$ cat src/hdl/vlc_map.svh
`ifndef VLC_MAP_SVH
`define VLC_MAP_SVH

// ----------------------------------------
// Register offsets
// ----------------------------------------
`define VLC_OFS_LIMIT1      8'h00
`define VLC_OFS_LIMIT2      8'h04
`define VLC_OFS_LIMIT3      8'h08
`define VLC_OFS_CTRL        8'h0C
`define VLC_OFS_STATUS      8'h10
`define VLC_OFS_CAPS        8'h14

// ----------------------------------------
// Field layout and reset values
// ----------------------------------------
`define VLC_LIMIT_RST       4'h0
`define VLC_CTRL_RST        17'h00000
`define VLC_CTRL_WMASK      32'h0001F773
`define VLC_CTRL_BITS       17
`define VLC_ST_CHUNKS_LSB   4
`define VLC_ST_USABLE_BIT   9
`define VLC_ST_PRESERVE_BIT 10
`define VLC_ST_MASK_LSB     16
`define VLC_CAPS_SUP_LSB    16
`define VLC_CHUNK_BITS      128
`define VLC_MAX_SLOTS       16
`define VLC_CHUNKS_RST      5'h01
`define VLC_FIELD_RST       4'h0

`endif

$ cat src/hdl/vlc_pkg.sv
package vlc_pkg;

  typedef logic [3:0]  vlc_field_t;
  typedef logic [4:0]  vlc_chunks_t;
  typedef logic [15:0] vlc_mask_t;

  typedef enum logic [1:0] {
    VLC_LVL0 = 2'b00,
    VLC_LVL1 = 2'b01,
    VLC_LVL2 = 2'b10,
    VLC_LVL3 = 2'b11
  } vlc_level_t;

  // Control word as software sees it, high bit first
  typedef struct packed {
    logic       zero_fill;
    logic [3:0] narrow;
    logic       rsvd_b;
    logic [2:0] fp_en;
    logic       rsvd_a;
    logic [2:0] vec_en;
    logic [1:0] rsvd_0;
    vlc_level_t level;
  } vlc_ctrl_t;

endpackage

$ cat src/hdl/vlc_round.sv
`include "vlc_map.svh"

module vlc_round #(
  parameter logic [4:0]  MAX_CHUNKS = 5'h10,
  parameter logic [15:0] OPT_MASK   = 16'hFFFF
) (
  input  wire logic [4:0]  req_chunks,
  output logic      [4:0]  out_chunks,
  output logic      [15:0] sup_mask
);

  // ----------------------------------------
  // Supported lengths
  // ----------------------------------------
  function automatic logic is_pow2(input logic [4:0] n);
    return (n != 5'h00) && ((n & (n - 5'h01)) == 5'h00);
  endfunction

  genvar g;
  generate
    for (g = 0; g < `VLC_MAX_SLOTS; g++) begin : g_sup
      localparam logic [4:0] N = 5'(g + 1);
      // Maximum itself, required powers of two, optional others
      assign sup_mask[g] = (N == MAX_CHUNKS) ||
                           ((N < MAX_CHUNKS) && (is_pow2(N) || OPT_MASK[g]));
    end
  endgenerate

  // ----------------------------------------
  // Round down
  // ----------------------------------------
  always_comb begin
    out_chunks = 5'h01;
    for (int i = 0; i < `VLC_MAX_SLOTS; i++) begin
      if (sup_mask[i] && (5'(i + 1) <= req_chunks)) begin
        out_chunks = 5'(i + 1);
      end
    end
  end

endmodule

$ cat src/hdl/vlc_access.sv
module vlc_access (
  input  wire logic        clk,
  input  wire logic        rst,
  input  wire logic [4:0]  eff_chunks,
  input  wire logic        zero_fill,
  input  wire logic        preserve,
  output logic      [15:0] acc_mask_reg,
  output logic      [15:0] zero_req_reg
);

  logic [15:0] acc_mask_next;
  logic [15:0] zero_req_next;

  // ----------------------------------------
  // Accessible slices
  // ----------------------------------------
  always_comb begin
    for (int i = 0; i < 16; i++) begin
      acc_mask_next[i] = (5'(i) < eff_chunks);
    end
    // Zeroing of regained slices only when not in the preserve case
    zero_req_next = (acc_mask_next & ~acc_mask_reg) & {16{zero_fill & ~preserve}};
  end

  always_ff @(posedge clk) begin
    if (rst) begin
      acc_mask_reg <= 16'h0001;
    end else begin
      acc_mask_reg <= acc_mask_next;
    end
  end

  always_ff @(posedge clk) begin
    if (rst) begin
      zero_req_reg <= 16'h0000;
    end else begin
      zero_req_reg <= zero_req_next;
    end
  end

endmodule

$ cat src/hdl/vlc_top.sv
`include "vlc_map.svh"

module vlc_top #(
  parameter int unsigned MAX_LEN_BITS = 2048,
  parameter logic [15:0] OPT_LEN_MASK = 16'hFFFF,
  parameter bit          HAS_LEVEL2   = 1'b1,
  parameter bit          HAS_LEVEL3   = 1'b1
) (
  input  wire logic               CLK,
  input  wire logic               RST,
  input  wire logic               WB_CYC_I,
  input  wire logic               WB_STB_I,
  input  wire logic               WB_WE_I,
  input  wire logic [7:0]         WB_ADR_I,
  input  wire logic [3:0]         WB_SEL_I,
  input  wire logic [31:0]        WB_DAT_I,
  output logic      [31:0]        WB_DAT_O,
  output logic                    WB_ACK_O,
  output vlc_pkg::vlc_field_t     EFF_LEN_FIELD,
  output vlc_pkg::vlc_chunks_t    EFF_LEN_CHUNKS,
  output logic                    VEC_USABLE,
  output logic                    STATE_PRESERVE,
  output vlc_pkg::vlc_mask_t      ACC_MASK,
  output vlc_pkg::vlc_mask_t      ZERO_REQ
);
  import vlc_pkg::*;

  // ----------------------------------------
  // Sizing
  // ----------------------------------------
  // Maximum must be a multiple of 128 between 128 and 2048; others round down to a multiple of 128, then clamp
  localparam int unsigned RAW_CHUNKS = MAX_LEN_BITS / `VLC_CHUNK_BITS;
  localparam logic [4:0]  MAX_CHUNKS = (RAW_CHUNKS < 1) ? 5'h01 :
                                       (RAW_CHUNKS > `VLC_MAX_SLOTS) ? 5'h10 :
                                       5'(RAW_CHUNKS);

  // ----------------------------------------
  // Declarations
  // ----------------------------------------
  logic        ack_reg;
  logic [31:0] dat_reg;
  logic [31:0] rd_data;
  logic        req_new;
  logic        wr_fire;

  vlc_field_t  limit1_reg;
  vlc_field_t  limit2_reg;
  vlc_field_t  limit3_reg;
  vlc_field_t  limit1_next;
  vlc_field_t  limit2_next;
  vlc_field_t  limit3_next;
  vlc_ctrl_t   ctrl_reg;
  vlc_ctrl_t   ctrl_next;
  logic [31:0] ctrl_word;

  logic [3:0]  impl;
  logic [3:0]  vec_use;
  logic [3:0]  fp_use;
  logic [3:0]  en_vec;
  logic [3:0]  en_fp;
  vlc_field_t  fld     [4];
  logic [1:0]  cap_from;
  vlc_chunks_t cap_chunks;
  vlc_chunks_t req_chunks;
  vlc_chunks_t rnd_chunks;
  vlc_mask_t   sup_mask;
  logic        usable_next;
  logic        preserve_next;
  logic [31:0] status_word;
  logic [31:0] caps_word;

  vlc_chunks_t eff_chunks_reg;
  vlc_field_t  eff_field_reg;
  logic        usable_reg;
  logic        preserve_reg;
  vlc_mask_t   acc_mask;
  vlc_mask_t   zero_req;

  // ----------------------------------------
  // Helpers
  // ----------------------------------------
  function automatic logic hit(input logic [7:0] adr, input logic [7:0] ofs);
    return adr[7:2] == ofs[7:2];
  endfunction

  function automatic vlc_field_t lim_write(input vlc_field_t old_v, input logic sel0, input logic [31:0] d);
    return sel0 ? d[3:0] : old_v;
  endfunction

  // ----------------------------------------
  // Bus slave
  // ----------------------------------------
  // Ack one cycle after the request; writes land on the ack edge
  assign req_new = WB_CYC_I & WB_STB_I & ~ack_reg;
  assign wr_fire = WB_CYC_I & WB_STB_I & WB_WE_I & ack_reg;

  always_ff @(posedge CLK) begin
    if (RST) begin
      ack_reg <= 1'b0;
    end else begin
      ack_reg <= req_new;
    end
  end

  always_ff @(posedge CLK) begin
    if (RST) begin
      dat_reg <= 32'h00000000;
    end else if (req_new) begin
      dat_reg <= WB_WE_I ? 32'h00000000 : rd_data;
    end
  end

  // ----------------------------------------
  // Limit fields
  // ----------------------------------------
  // Stored raw, never rounded, so read-back equals the write
  always_comb begin
    limit1_next = limit1_reg;
    limit2_next = limit2_reg;
    limit3_next = limit3_reg;
    if (wr_fire && hit(WB_ADR_I, `VLC_OFS_LIMIT1)) begin
      limit1_next = lim_write(limit1_reg, WB_SEL_I[0], WB_DAT_I);
    end
    if (wr_fire && HAS_LEVEL2 && hit(WB_ADR_I, `VLC_OFS_LIMIT2)) begin
      limit2_next = lim_write(limit2_reg, WB_SEL_I[0], WB_DAT_I);
    end
    if (wr_fire && HAS_LEVEL3 && hit(WB_ADR_I, `VLC_OFS_LIMIT3)) begin
      limit3_next = lim_write(limit3_reg, WB_SEL_I[0], WB_DAT_I);
    end
  end

  always_ff @(posedge CLK) begin
    if (RST) begin
      limit1_reg <= `VLC_LIMIT_RST;
    end else begin
      limit1_reg <= limit1_next;
    end
  end

  always_ff @(posedge CLK) begin
    if (RST) begin
      limit2_reg <= `VLC_LIMIT_RST;
    end else begin
      limit2_reg <= limit2_next;
    end
  end

  always_ff @(posedge CLK) begin
    if (RST) begin
      limit3_reg <= `VLC_LIMIT_RST;
    end else begin
      limit3_reg <= limit3_next;
    end
  end

  // ----------------------------------------
  // Control word
  // ----------------------------------------
  always_comb begin
    ctrl_word = 32'(ctrl_reg);
    if (wr_fire && hit(WB_ADR_I, `VLC_OFS_CTRL)) begin
      for (int b = 0; b < 4; b++) begin
        if (WB_SEL_I[b]) begin
          ctrl_word[b*8 +: 8] = WB_DAT_I[b*8 +: 8];
        end
      end
    end
    ctrl_next = vlc_ctrl_t'(ctrl_word[`VLC_CTRL_BITS-1:0] & `VLC_CTRL_BITS'(`VLC_CTRL_WMASK));
  end

  always_ff @(posedge CLK) begin
    if (RST) begin
      ctrl_reg <= vlc_ctrl_t'(`VLC_CTRL_RST);
    end else begin
      ctrl_reg <= ctrl_next;
    end
  end

  // ----------------------------------------
  // Hierarchical enables
  // ----------------------------------------
  // Computed from next values so a write is seen on its own edge
  assign impl = {HAS_LEVEL3, HAS_LEVEL2, 1'b1, 1'b0};
  assign en_vec = {ctrl_next.vec_en[2] | ~HAS_LEVEL3, ctrl_next.vec_en[1] | ~HAS_LEVEL2, ctrl_next.vec_en[0], 1'b1};
  assign en_fp  = {ctrl_next.fp_en[2] | ~HAS_LEVEL3, ctrl_next.fp_en[1] | ~HAS_LEVEL2, ctrl_next.fp_en[0], 1'b1};

  genvar g;
  generate
    for (g = 0; g < 4; g++) begin : g_use
      // A level is usable only when it and every level above allow it
      assign vec_use[g] = &en_vec[3:g];
      assign fp_use[g]  = &en_fp[3:g];
    end
  endgenerate

  assign fld[0] = 4'h0;
  assign fld[1] = limit1_next;
  assign fld[2] = limit2_next;
  assign fld[3] = limit3_next;

  // ----------------------------------------
  // Length cap
  // ----------------------------------------
  // Level 0 obeys the level 1 limit
  assign cap_from = (ctrl_next.level == VLC_LVL0) ? 2'h1 : ctrl_next.level;

  always_comb begin
    vlc_chunks_t c;
    c = 5'h01;
    cap_chunks = MAX_CHUNKS;
    for (int k = 1; k < 4; k++) begin
      if (impl[k] && (2'(k) >= cap_from)) begin
        // Trapped or narrow level acts as field zero
        c = (vec_use[k] && !ctrl_next.narrow[k]) ? 5'({1'b0, fld[k]} + 5'h01) : 5'h01;
        if (c < cap_chunks) begin
          cap_chunks = c;
        end
      end
    end
  end

  assign usable_next = vec_use[ctrl_next.level] & ~ctrl_next.narrow[ctrl_next.level];
  assign req_chunks  = usable_next ? cap_chunks : 5'h01;

  vlc_round #(
    .MAX_CHUNKS (MAX_CHUNKS),
    .OPT_MASK   (OPT_LEN_MASK)
  ) u_round (
    .req_chunks (req_chunks),
    .out_chunks (rnd_chunks),
    .sup_mask   (sup_mask)
  );

  // ----------------------------------------
  // Preservation
  // ----------------------------------------
  always_comb begin
    preserve_next = (ctrl_next.level != VLC_LVL0);
    for (int k = 0; k < 3; k++) begin
      if ((2'(k) < ctrl_next.level) && (vec_use[k] || fp_use[k])) begin
        preserve_next = 1'b0;
      end
    end
  end

  // ----------------------------------------
  // Effective length outputs
  // ----------------------------------------
  always_ff @(posedge CLK) begin
    if (RST) begin
      eff_chunks_reg <= `VLC_CHUNKS_RST;
    end else begin
      eff_chunks_reg <= rnd_chunks;
    end
  end

  always_ff @(posedge CLK) begin
    if (RST) begin
      eff_field_reg <= `VLC_FIELD_RST;
    end else begin
      eff_field_reg <= 4'(rnd_chunks - `VLC_CHUNKS_RST);
    end
  end

  always_ff @(posedge CLK) begin
    if (RST) begin
      usable_reg <= 1'b0;
    end else begin
      usable_reg <= usable_next;
    end
  end

  always_ff @(posedge CLK) begin
    if (RST) begin
      preserve_reg <= 1'b0;
    end else begin
      preserve_reg <= preserve_next;
    end
  end

  vlc_access u_access (
    .clk          (CLK),
    .rst          (RST),
    .eff_chunks   (rnd_chunks),
    .zero_fill    (ctrl_next.zero_fill),
    .preserve     (preserve_next),
    .acc_mask_reg (acc_mask),
    .zero_req_reg (zero_req)
  );

  // ----------------------------------------
  // Read-only words
  // ----------------------------------------
  // Built from registered state only, so a read never sees a length mid-update
  always_comb begin
    status_word                                     = 32'h00000000;
    status_word[3:0]                                = eff_field_reg;
    status_word[`VLC_ST_CHUNKS_LSB +: 5]            = eff_chunks_reg;
    status_word[`VLC_ST_USABLE_BIT]                 = usable_reg;
    status_word[`VLC_ST_PRESERVE_BIT]               = preserve_reg;
    status_word[`VLC_ST_MASK_LSB +: `VLC_MAX_SLOTS] = acc_mask;
  end

  always_comb begin
    caps_word                                      = 32'h00000000;
    caps_word[4:0]                                 = MAX_CHUNKS;
    caps_word[`VLC_CAPS_SUP_LSB +: `VLC_MAX_SLOTS] = sup_mask;
  end

  // ----------------------------------------
  // Read mux
  // ----------------------------------------
  // Unmapped offsets still ack, with zero data
  always_comb begin
    rd_data = 32'h00000000;
    if (hit(WB_ADR_I, `VLC_OFS_LIMIT1)) begin
      rd_data[3:0] = limit1_reg;
    end else if (hit(WB_ADR_I, `VLC_OFS_LIMIT2)) begin
      rd_data[3:0] = HAS_LEVEL2 ? limit2_reg : 4'h0;
    end else if (hit(WB_ADR_I, `VLC_OFS_LIMIT3)) begin
      rd_data[3:0] = HAS_LEVEL3 ? limit3_reg : 4'h0;
    end else if (hit(WB_ADR_I, `VLC_OFS_CTRL)) begin
      rd_data[`VLC_CTRL_BITS-1:0] = ctrl_reg;
    end else if (hit(WB_ADR_I, `VLC_OFS_STATUS)) begin
      rd_data = status_word;
    end else if (hit(WB_ADR_I, `VLC_OFS_CAPS)) begin
      rd_data = caps_word;
    end
  end

  // ----------------------------------------
  // Ports
  // ----------------------------------------
  assign WB_ACK_O       = ack_reg;
  assign WB_DAT_O       = dat_reg;
  assign EFF_LEN_FIELD  = eff_field_reg;
  assign EFF_LEN_CHUNKS = eff_chunks_reg;
  assign VEC_USABLE     = usable_reg;
  assign STATE_PRESERVE = preserve_reg;
  assign ACC_MASK       = acc_mask;
  assign ZERO_REQ       = zero_req;

endmodule

$ cat config.mk
export PLATFORM = sky130hd
export DESIGN_NAME = vlc_top
export DESIGN_NICKNAME = d
export VERILOG_FILES = /design/src/hdl/vlc_pkg.sv /design/src/hdl/vlc_round.sv /design/src/hdl/vlc_access.sv /design/src/hdl/vlc_top.sv
export VERILOG_INCLUDE_DIRS = /design/src /design/src/hdl
export SDC_FILE = /design/constraint.sdc
export NUM_CORES = 1
export LEC_CHECK = 0
export ABC_AREA = 1
export BUFFER_PORTS_ARGS = -buffer_cell sky130_fd_sc_hd__buf_2
export CORE_MARGIN = 10
export CORE_UTILIZATION = 53
export DETAILED_ROUTE_END_ITERATION = 8
export HOLD_SLACK_MARGIN = 0.08
export PLACE_DENSITY = 0.9
export SYNTH_ARGS = -nofsm -noshare
export SYNTH_HDL_FRONTEND = slang
export SYNTH_SLANG_ARGS = --single-unit
$ cat constraint.sdc
create_clock -name CLK -period 7.36 [get_ports CLK]
set_input_delay 0.368 -clock CLK [delete_from_list [all_inputs] [get_ports CLK]]
set_output_delay 0.368 -clock CLK [all_outputs]
set_load 0.01 [all_outputs]
# --- Word-level counts from Yosys, hierarchy flattened ---
# Index checks and enable logic that the tools add are counted.
totals:
  register_bits: 105
  output_inout_bits: 76
classes:
  n_addsub: 4
  magnitude_cmp: 41
  eq_ne: 5
  muxes: 54
  bitwise: 12
  reduce_logical: 22
op_table:
  columns: ["op", "n"]
  rows:
  - ["2-to-1 mux 5 bit", 24]
  - ["2-to-1 mux 32 bit", 3]
  - ["2-to-1 mux 28 bit", 3]
  - ["<= comparator 4 x 5 -> 1 bit (first input constant)", 8]
  - ["< comparator 4 x 5 -> 1 bit (first input constant)", 8]
  - ["2-to-1 mux 4 bit", 9]
  - ["2-to-1 mux 17 bit", 2]
  - ["bitwise AND 16 bit", 2]
  - ["<= comparator 3 x 5 -> 1 bit (first input constant)", 4]
  - ["< comparator 3 x 5 -> 1 bit (first input constant)", 4]
  - ["2-to-1 mux 8 bit", 2]
  - ["inverter 16 bit", 1]
  - ["adder 4 x 1 -> 5 bit (second input constant)", 3]
  - ["2-to-1 mux 15 bit", 1]
  - ["== test 6 x 2 -> 1 bit (second input constant)", 2]
  - ["== test 6 x 3 -> 1 bit (second input constant)", 2]
  - ["<= comparator 2 x 5 -> 1 bit (first input constant)", 2]
  - ["logical AND 1 bit", 10]
  - ["< comparator 1 x 5 -> 1 bit (first input constant)", 2]
  - ["< comparator 2 x 5 -> 1 bit (first input constant)", 2]
  - ["< comparator 5 bit", 2]
  - ["bitwise AND 1 bit", 6]
  - ["== test 6 x 1 -> 1 bit (second input constant)", 1]
  - ["logical NOT 6 bit", 1]
  - ["18 further kinds", 34]

# --- Longest topological paths before layout ---
logic_depth:
  depth_word: 37
  mapped_depth: 40
  depth_no_buf: 40

# --- Hierarchy ---
# A second synthesis with hierarchy kept.
hier_totals:
  cells_unflattened: 705
  area_unflattened_um2: 5126.2
modules_own_cells:
  columns: ["module", "instances", "cells_each", "area_each_um2"]
  rows:
  - ["vlc_top", 1, 552, 3865.0]
  - ["vlc_access", 1, 121, 1073.5]
  - ["vlc_round", 1, 32, 187.7]

# --- Worst setup path before layout ---
# Ideal clock, no wire load.
synth_timing:
  path_kind: "input to register"
  startpoint: "input WB_CYC_I"
  endpoint: "register eff_field_reg[2], in the netlist EFF_LEN_FIELD[2]"
  setup_time_ns: 0.125
  arrival_time_ns: 5.349
  slack_ns: 1.886
  stages: 38
  cell_sequence: "nand2_1 nor2_4 inv_2 nor2_4 nand2_1 a22oi_1 ha_1 nand3_1 nor2_1 inv_1 nand2_1 nor2_1 inv_1 ha_1 nand2_1 nor2_1 a211oi_1 nand2_1 [... 2 more ...] nor2_1 inv_1 ha_1 a21oi_1 nor2_1 a211oi_1 nand3_1 nand3_4 nand2_1 nand2_2 nand2_1 nor2_1 nand2_1 nand3_1 nor2_2 ha_1 o21ai_0 a21oi_1"
synth_between:
  word_cells_on_any_way: 77
  classes_between: "add/sub (4); order compare (21); mux (34); bitwise (5); reduce/logical (13)"
synth_lines:
  columns: ["element", "line_no", "rtl"]
  rows:
  - ["start, declared", "vlc_top.sv:11", "input wire logic WB_CYC_I,"]
  - ["bitwise AND 1 bit (*) (3 in a row)", "vlc_top.sv:95", "assign wr_fire = WB_CYC_I & WB_STB_I & WB_WE_I & ack_reg;"]
  - ["logical AND 1 bit (*)", "vlc_top.sv:121", "if (wr_fire && hit(WB_ADR_I, `VLC_OFS_LIMIT1)) begin"]
  - ["2-to-1 mux 4 bit (*)", "vlc_top.sv:121", null]
  - ["named net limit1_next[1]", "vlc_top.sv:49", "vlc_field_t limit1_next;"]
  - ["adder 4 x 1 -> 5 bit (*)", "vlc_top.sv:214", "c = (vec_use[k] && !ctrl_next.narrow[k]) ? 5'({1'b0, fld[k]} + 5'h01) : 5'h01;"]
  - ["2-to-1 mux 5 bit (*)", "vlc_top.sv:214", null]
  - ["< comparator 5 bit", "vlc_top.sv:215", "if (c < cap_chunks) begin"]
  - ["2-to-1 mux 5 bit (*)", "vlc_top.sv:215", null]
  - ["[... 5 more ...]", null, null]
  - ["2-to-1 mux 5 bit", "vlc_top.sv:215", null]
  - ["2-to-1 mux 5 bit (*)", "vlc_top.sv:212", "if (impl[k] && (2'(k) >= cap_from)) begin"]
  - ["2-to-1 mux 5 bit (*)", "vlc_top.sv:223", "assign req_chunks = usable_next ? cap_chunks : 5'h01;"]
  - ["<= comparator 2 x 5 -> 1 bit", "vlc_round.sv:35", "if (sup_mask[i] && (5'(i + 1) <= req_chunks)) begin"]
  - ["2-to-1 mux 2 bit", "vlc_round.sv:35", null]
  - ["2-to-1 mux 5 bit (13 in a row)", "vlc_round.sv:35", null]
  - ["2-to-1 mux 5 bit (*)", "vlc_round.sv:35", null]
  - ["subtractor 4 x 1 -> 4 bit (no source line) (*)", null, null]
  - ["end signal, assigned", "vlc_top.sv:259", "eff_field_reg <= `VLC_FIELD_RST;"]
  - ["end signal, assigned", "vlc_top.sv:261", "eff_field_reg <= 4'(rnd_chunks - `VLC_CHUNKS_RST);"]
  - ["end, declared", "vlc_top.sv:73", "vlc_field_t eff_field_reg;"]
# The timed path passes the listed nets; every way through them passes the cells marked *. The select of a mux whose other input is x is not followed.
# A chain may end at the register's enable or synchronous reset.

# --- Worst setup path after layout ---
layout_timing:
  startpoint: "register ack_reg, in the netlist WB_ACK_O"
  endpoint: "register eff_field_reg[2], in the netlist EFF_LEN_FIELD[2]"
layout_between:
  elab_chain_cells: 33
  word_cells_on_any_way: 75
  classes_between: "add/sub (4); order compare (21); mux (34); bitwise (3); reduce/logical (13)"
layout_rtl:
  columns: ["element", "line_no", "rtl"]
  rows:
  - ["start, declared", "vlc_top.sv:40", "logic ack_reg;"]
  - ["start signal, assigned", "vlc_top.sv:101", "ack_reg <= req_new;"]
  - ["bitwise AND 1 bit (*)", "vlc_top.sv:95", null]
  - ["parallel branches: the longest is 14 deep, another holds adder 4 x 1 -> 5 bit", null, null]
  - ["2-to-1 mux 5 bit (*)", "vlc_top.sv:223", null]
  - ["<= comparator 2 x 5 -> 1 bit", "vlc_round.sv:35", null]
  - ["2-to-1 mux 2 bit", "vlc_round.sv:35", null]
  - ["2-to-1 mux 5 bit (13 in a row)", "vlc_round.sv:35", null]
  - ["2-to-1 mux 5 bit (*)", "vlc_round.sv:35", null]
  - ["subtractor 4 x 1 -> 4 bit (no source line) (*)", null, null]
# Mark *: on every way between the ends. The select of a mux whose other input is x is not followed.

==> impl_metrics.toml <==
[yosys]
ys_seq_area_frac = 0.422
synth.distinct_cells = 42
ys_top_cells_by_area = "dfxtp_1 42%, nand2_1 11%, nor2_1 5.9%"
netlist_instances = 644
ys_ff_latch = 99
syn_area_per_cell_sq_um = 7.29
synth_area_leader_cell = "dfxtp_1"
synth_top_cell_area_share = 0.422
synthesis.area_sq_um = 4690
synth_warnings = 0
syn_nets = 705

[pwr]
power_mw = 0.925
vdd_drop_max_mv = 0.0825
leakagePower_nw = 2.58
p_per_area_nw_per_um2 = 169

[critical_path]
crit_required_ns = 7.63
critPathLaunch = "WB_ACK_O"
crit_path_end_kind = "flop"
critical_path_class = "flop to flop"
startpoint_type = "flop"
arrival_ns = 5.99
crit_slowest_cell = "nor3_1"
crit_top_cell = "nand2_1"
slowest_delay_ns = 0.41
cp_max_fo = 10
reg2reg_from = "WB_ACK_O"

[timing]
rsz0062_at_grt = "false"
hold_viol_final = 0
relSlewSlack = 0.176
maxSlewViolCount = 0
period_needed_ns = 5.72
period_share = 0.778
fin_skew_ns = 0.0210
fmax_ghz = 0.175
setup_viol = 0
tns_ns = 0
worst_pin_slew_ns = 1.23

[clock_network]
cts_resized = 0
path_clk_slew_ns = 0.10
tritoncts = "yes"
cts.sinks = 99
cts-root-buf = "clkbuf_8"
holdBufCountCts = 0
cts_max_path_buffers = 2
cts_made_buffers = 9
cts_setup_buffers = 0
htreeDepth = 3
clk-insertion-delay-late_ns = 0.39

[die]
die_x_microns = 114
coreArea_sq_um = 8680
start_util = 0.541
die-area_sq_um = 13000
io_pins = 125
fp.dieH_microns = 114
rows = 34

[layout]
largest_reg_flops = 31
antennaDiodeCount = 0
syn_to_final_growth_pct = 16.8
final_cell_mix = "133 x nand2_1, 103 x buf_2, 99 x dfxtp_1, 74 x nor2_1, 72 x inv_1"
fin_cells = 854
final_common_cell = "nand2_1"
finish.instance_area_sq_um = 5480
final_nets = 802
drive_above_1_share = 0.241

[routing]
highest_layer = "met4"
wl_met1_mm = 5.28
post-route-drc-count = 0
drt_iter0_drc = 439
dr_wl_met2_mm = 6.27
first_pass_iters = 5
vias = 4603
wl_per_cell_microns = 15.0
ant_nets = 0
route.met3.wl_microns = 942
via_per_inst = 5.39
totalWireLength_mm = 12.8

[global_routing]
gr-total-overflow = 0
antenna_found_initial = 0
grt_start_max_net_pins = 77
grt_pass1_wl_mm = 21.2
grt_pass1_vias = 4505
grtUsageTotal = 0.193

[status]
status = "completed"

[min_path]
hp-class = "input pin to flop"
worstHoldStart = "WB_DAT_I[16]"

[place]
post-place-cells = 838
placed_area_sq_um = 5280
gp_congestion = 0.958
portBuffers = 103
dp_hpwl_mm = 9.95

[run]
cap_violations = 0
==> cell families (layout without fill, tap and decap cells) <==
logic type / count (synthesis) / in the layout / synth area share
flip-flops: 99 / 99 / 0.422
buffers and inverters: 106 / 208 / 0.0875
AO/OA/AOI/OAI: 117 / 117 / 0.143
XOR/XNOR: 1 / 1 / 0.00187
adder cells (fa/ha/maj): 12 / 12 / 0.0320
other: 2 / 2 / 0.00160
AND/OR/NAND/NOR: 307 / 307 / 0.312
==> Yosys cell counts (all sizes together) <==
cell     number
nand2       143
dfxtp        99
nor2         90
inv          85
a21oi        45
o21ai        44
nand3        39
nor3         19
clkbuf       14
ha           12
nor4          7
o22ai         7
or2           6
a31oi         5
buf           5
o211ai        5
a211oi        3
a22oi         3
clkinv        2
conb          2
nand4         2
o2111ai       2
a211o         1
nand3b        1
o21a          1
o221ai        1
xnor2         1
==> through the flow <==
stage | setup WS [ns] | util | hold slack [ns]
after detailed placement | 1.34 | 0.608 | 0.437
after floorplan | 1.89 | - | 0.441
after global placement | 1.61 | 0.608 | 0.428
after CTS | 1.68 | 0.632 | 0.349
after global routing | 1.04 | 0.632 | 0.387
final | 1.64 | 0.632 | 0.355
==> critical path: cells and delay by family (launching register included) <==
family / cells / cell delay [ns]
DFF: 1 / 0.36
AOI/OAI and AO/OA: 6 / 0.95
buffers and inverters: 4 / 0.47
and+or+nand+nor: 24 / 3.08
adders and majority gates: 3 / 0.76
==> routing by layer <==
metal / up-vias / global-route usage
met2: 203 / 0.334
met4: 0 / 0.0810
met3: 31 / 0.0367
met5: - / 0
li1: 2271 / -
met1: 2098 / 0.227
==> power by group <==
part	internal [mW]	leakage (nW)	switching, mW
sequential	0.536	0.798	0.000462
combinational	0.0109	1.69	0.0287
clock	0.136	0.100	0.213
total	0.683	2.58	0.242
==> layout make-up <==
cell class	count	area [sq um]
clock buffers	9	124
clock inverters	7	77.6
fillers	724	3200
inverters	87	327
multi-input cells	439	2310
flip-flops and latches	99	1980
well taps	108	135
repair buffers	105	531
==> path summary, 6_finish.rpt <==
check,endpoint,slack (ns),cells past startpoint
setup / recovery,EFF_LEN_FIELD[2],1.64,37
hold reg to reg,u_access.zero_req_reg[11],0.44,1
setup reg to reg,EFF_LEN_FIELD[2],1.64,37
hold / removal,ctrl_reg[16],0.36,5
Power figures use the tool's default switching activity.
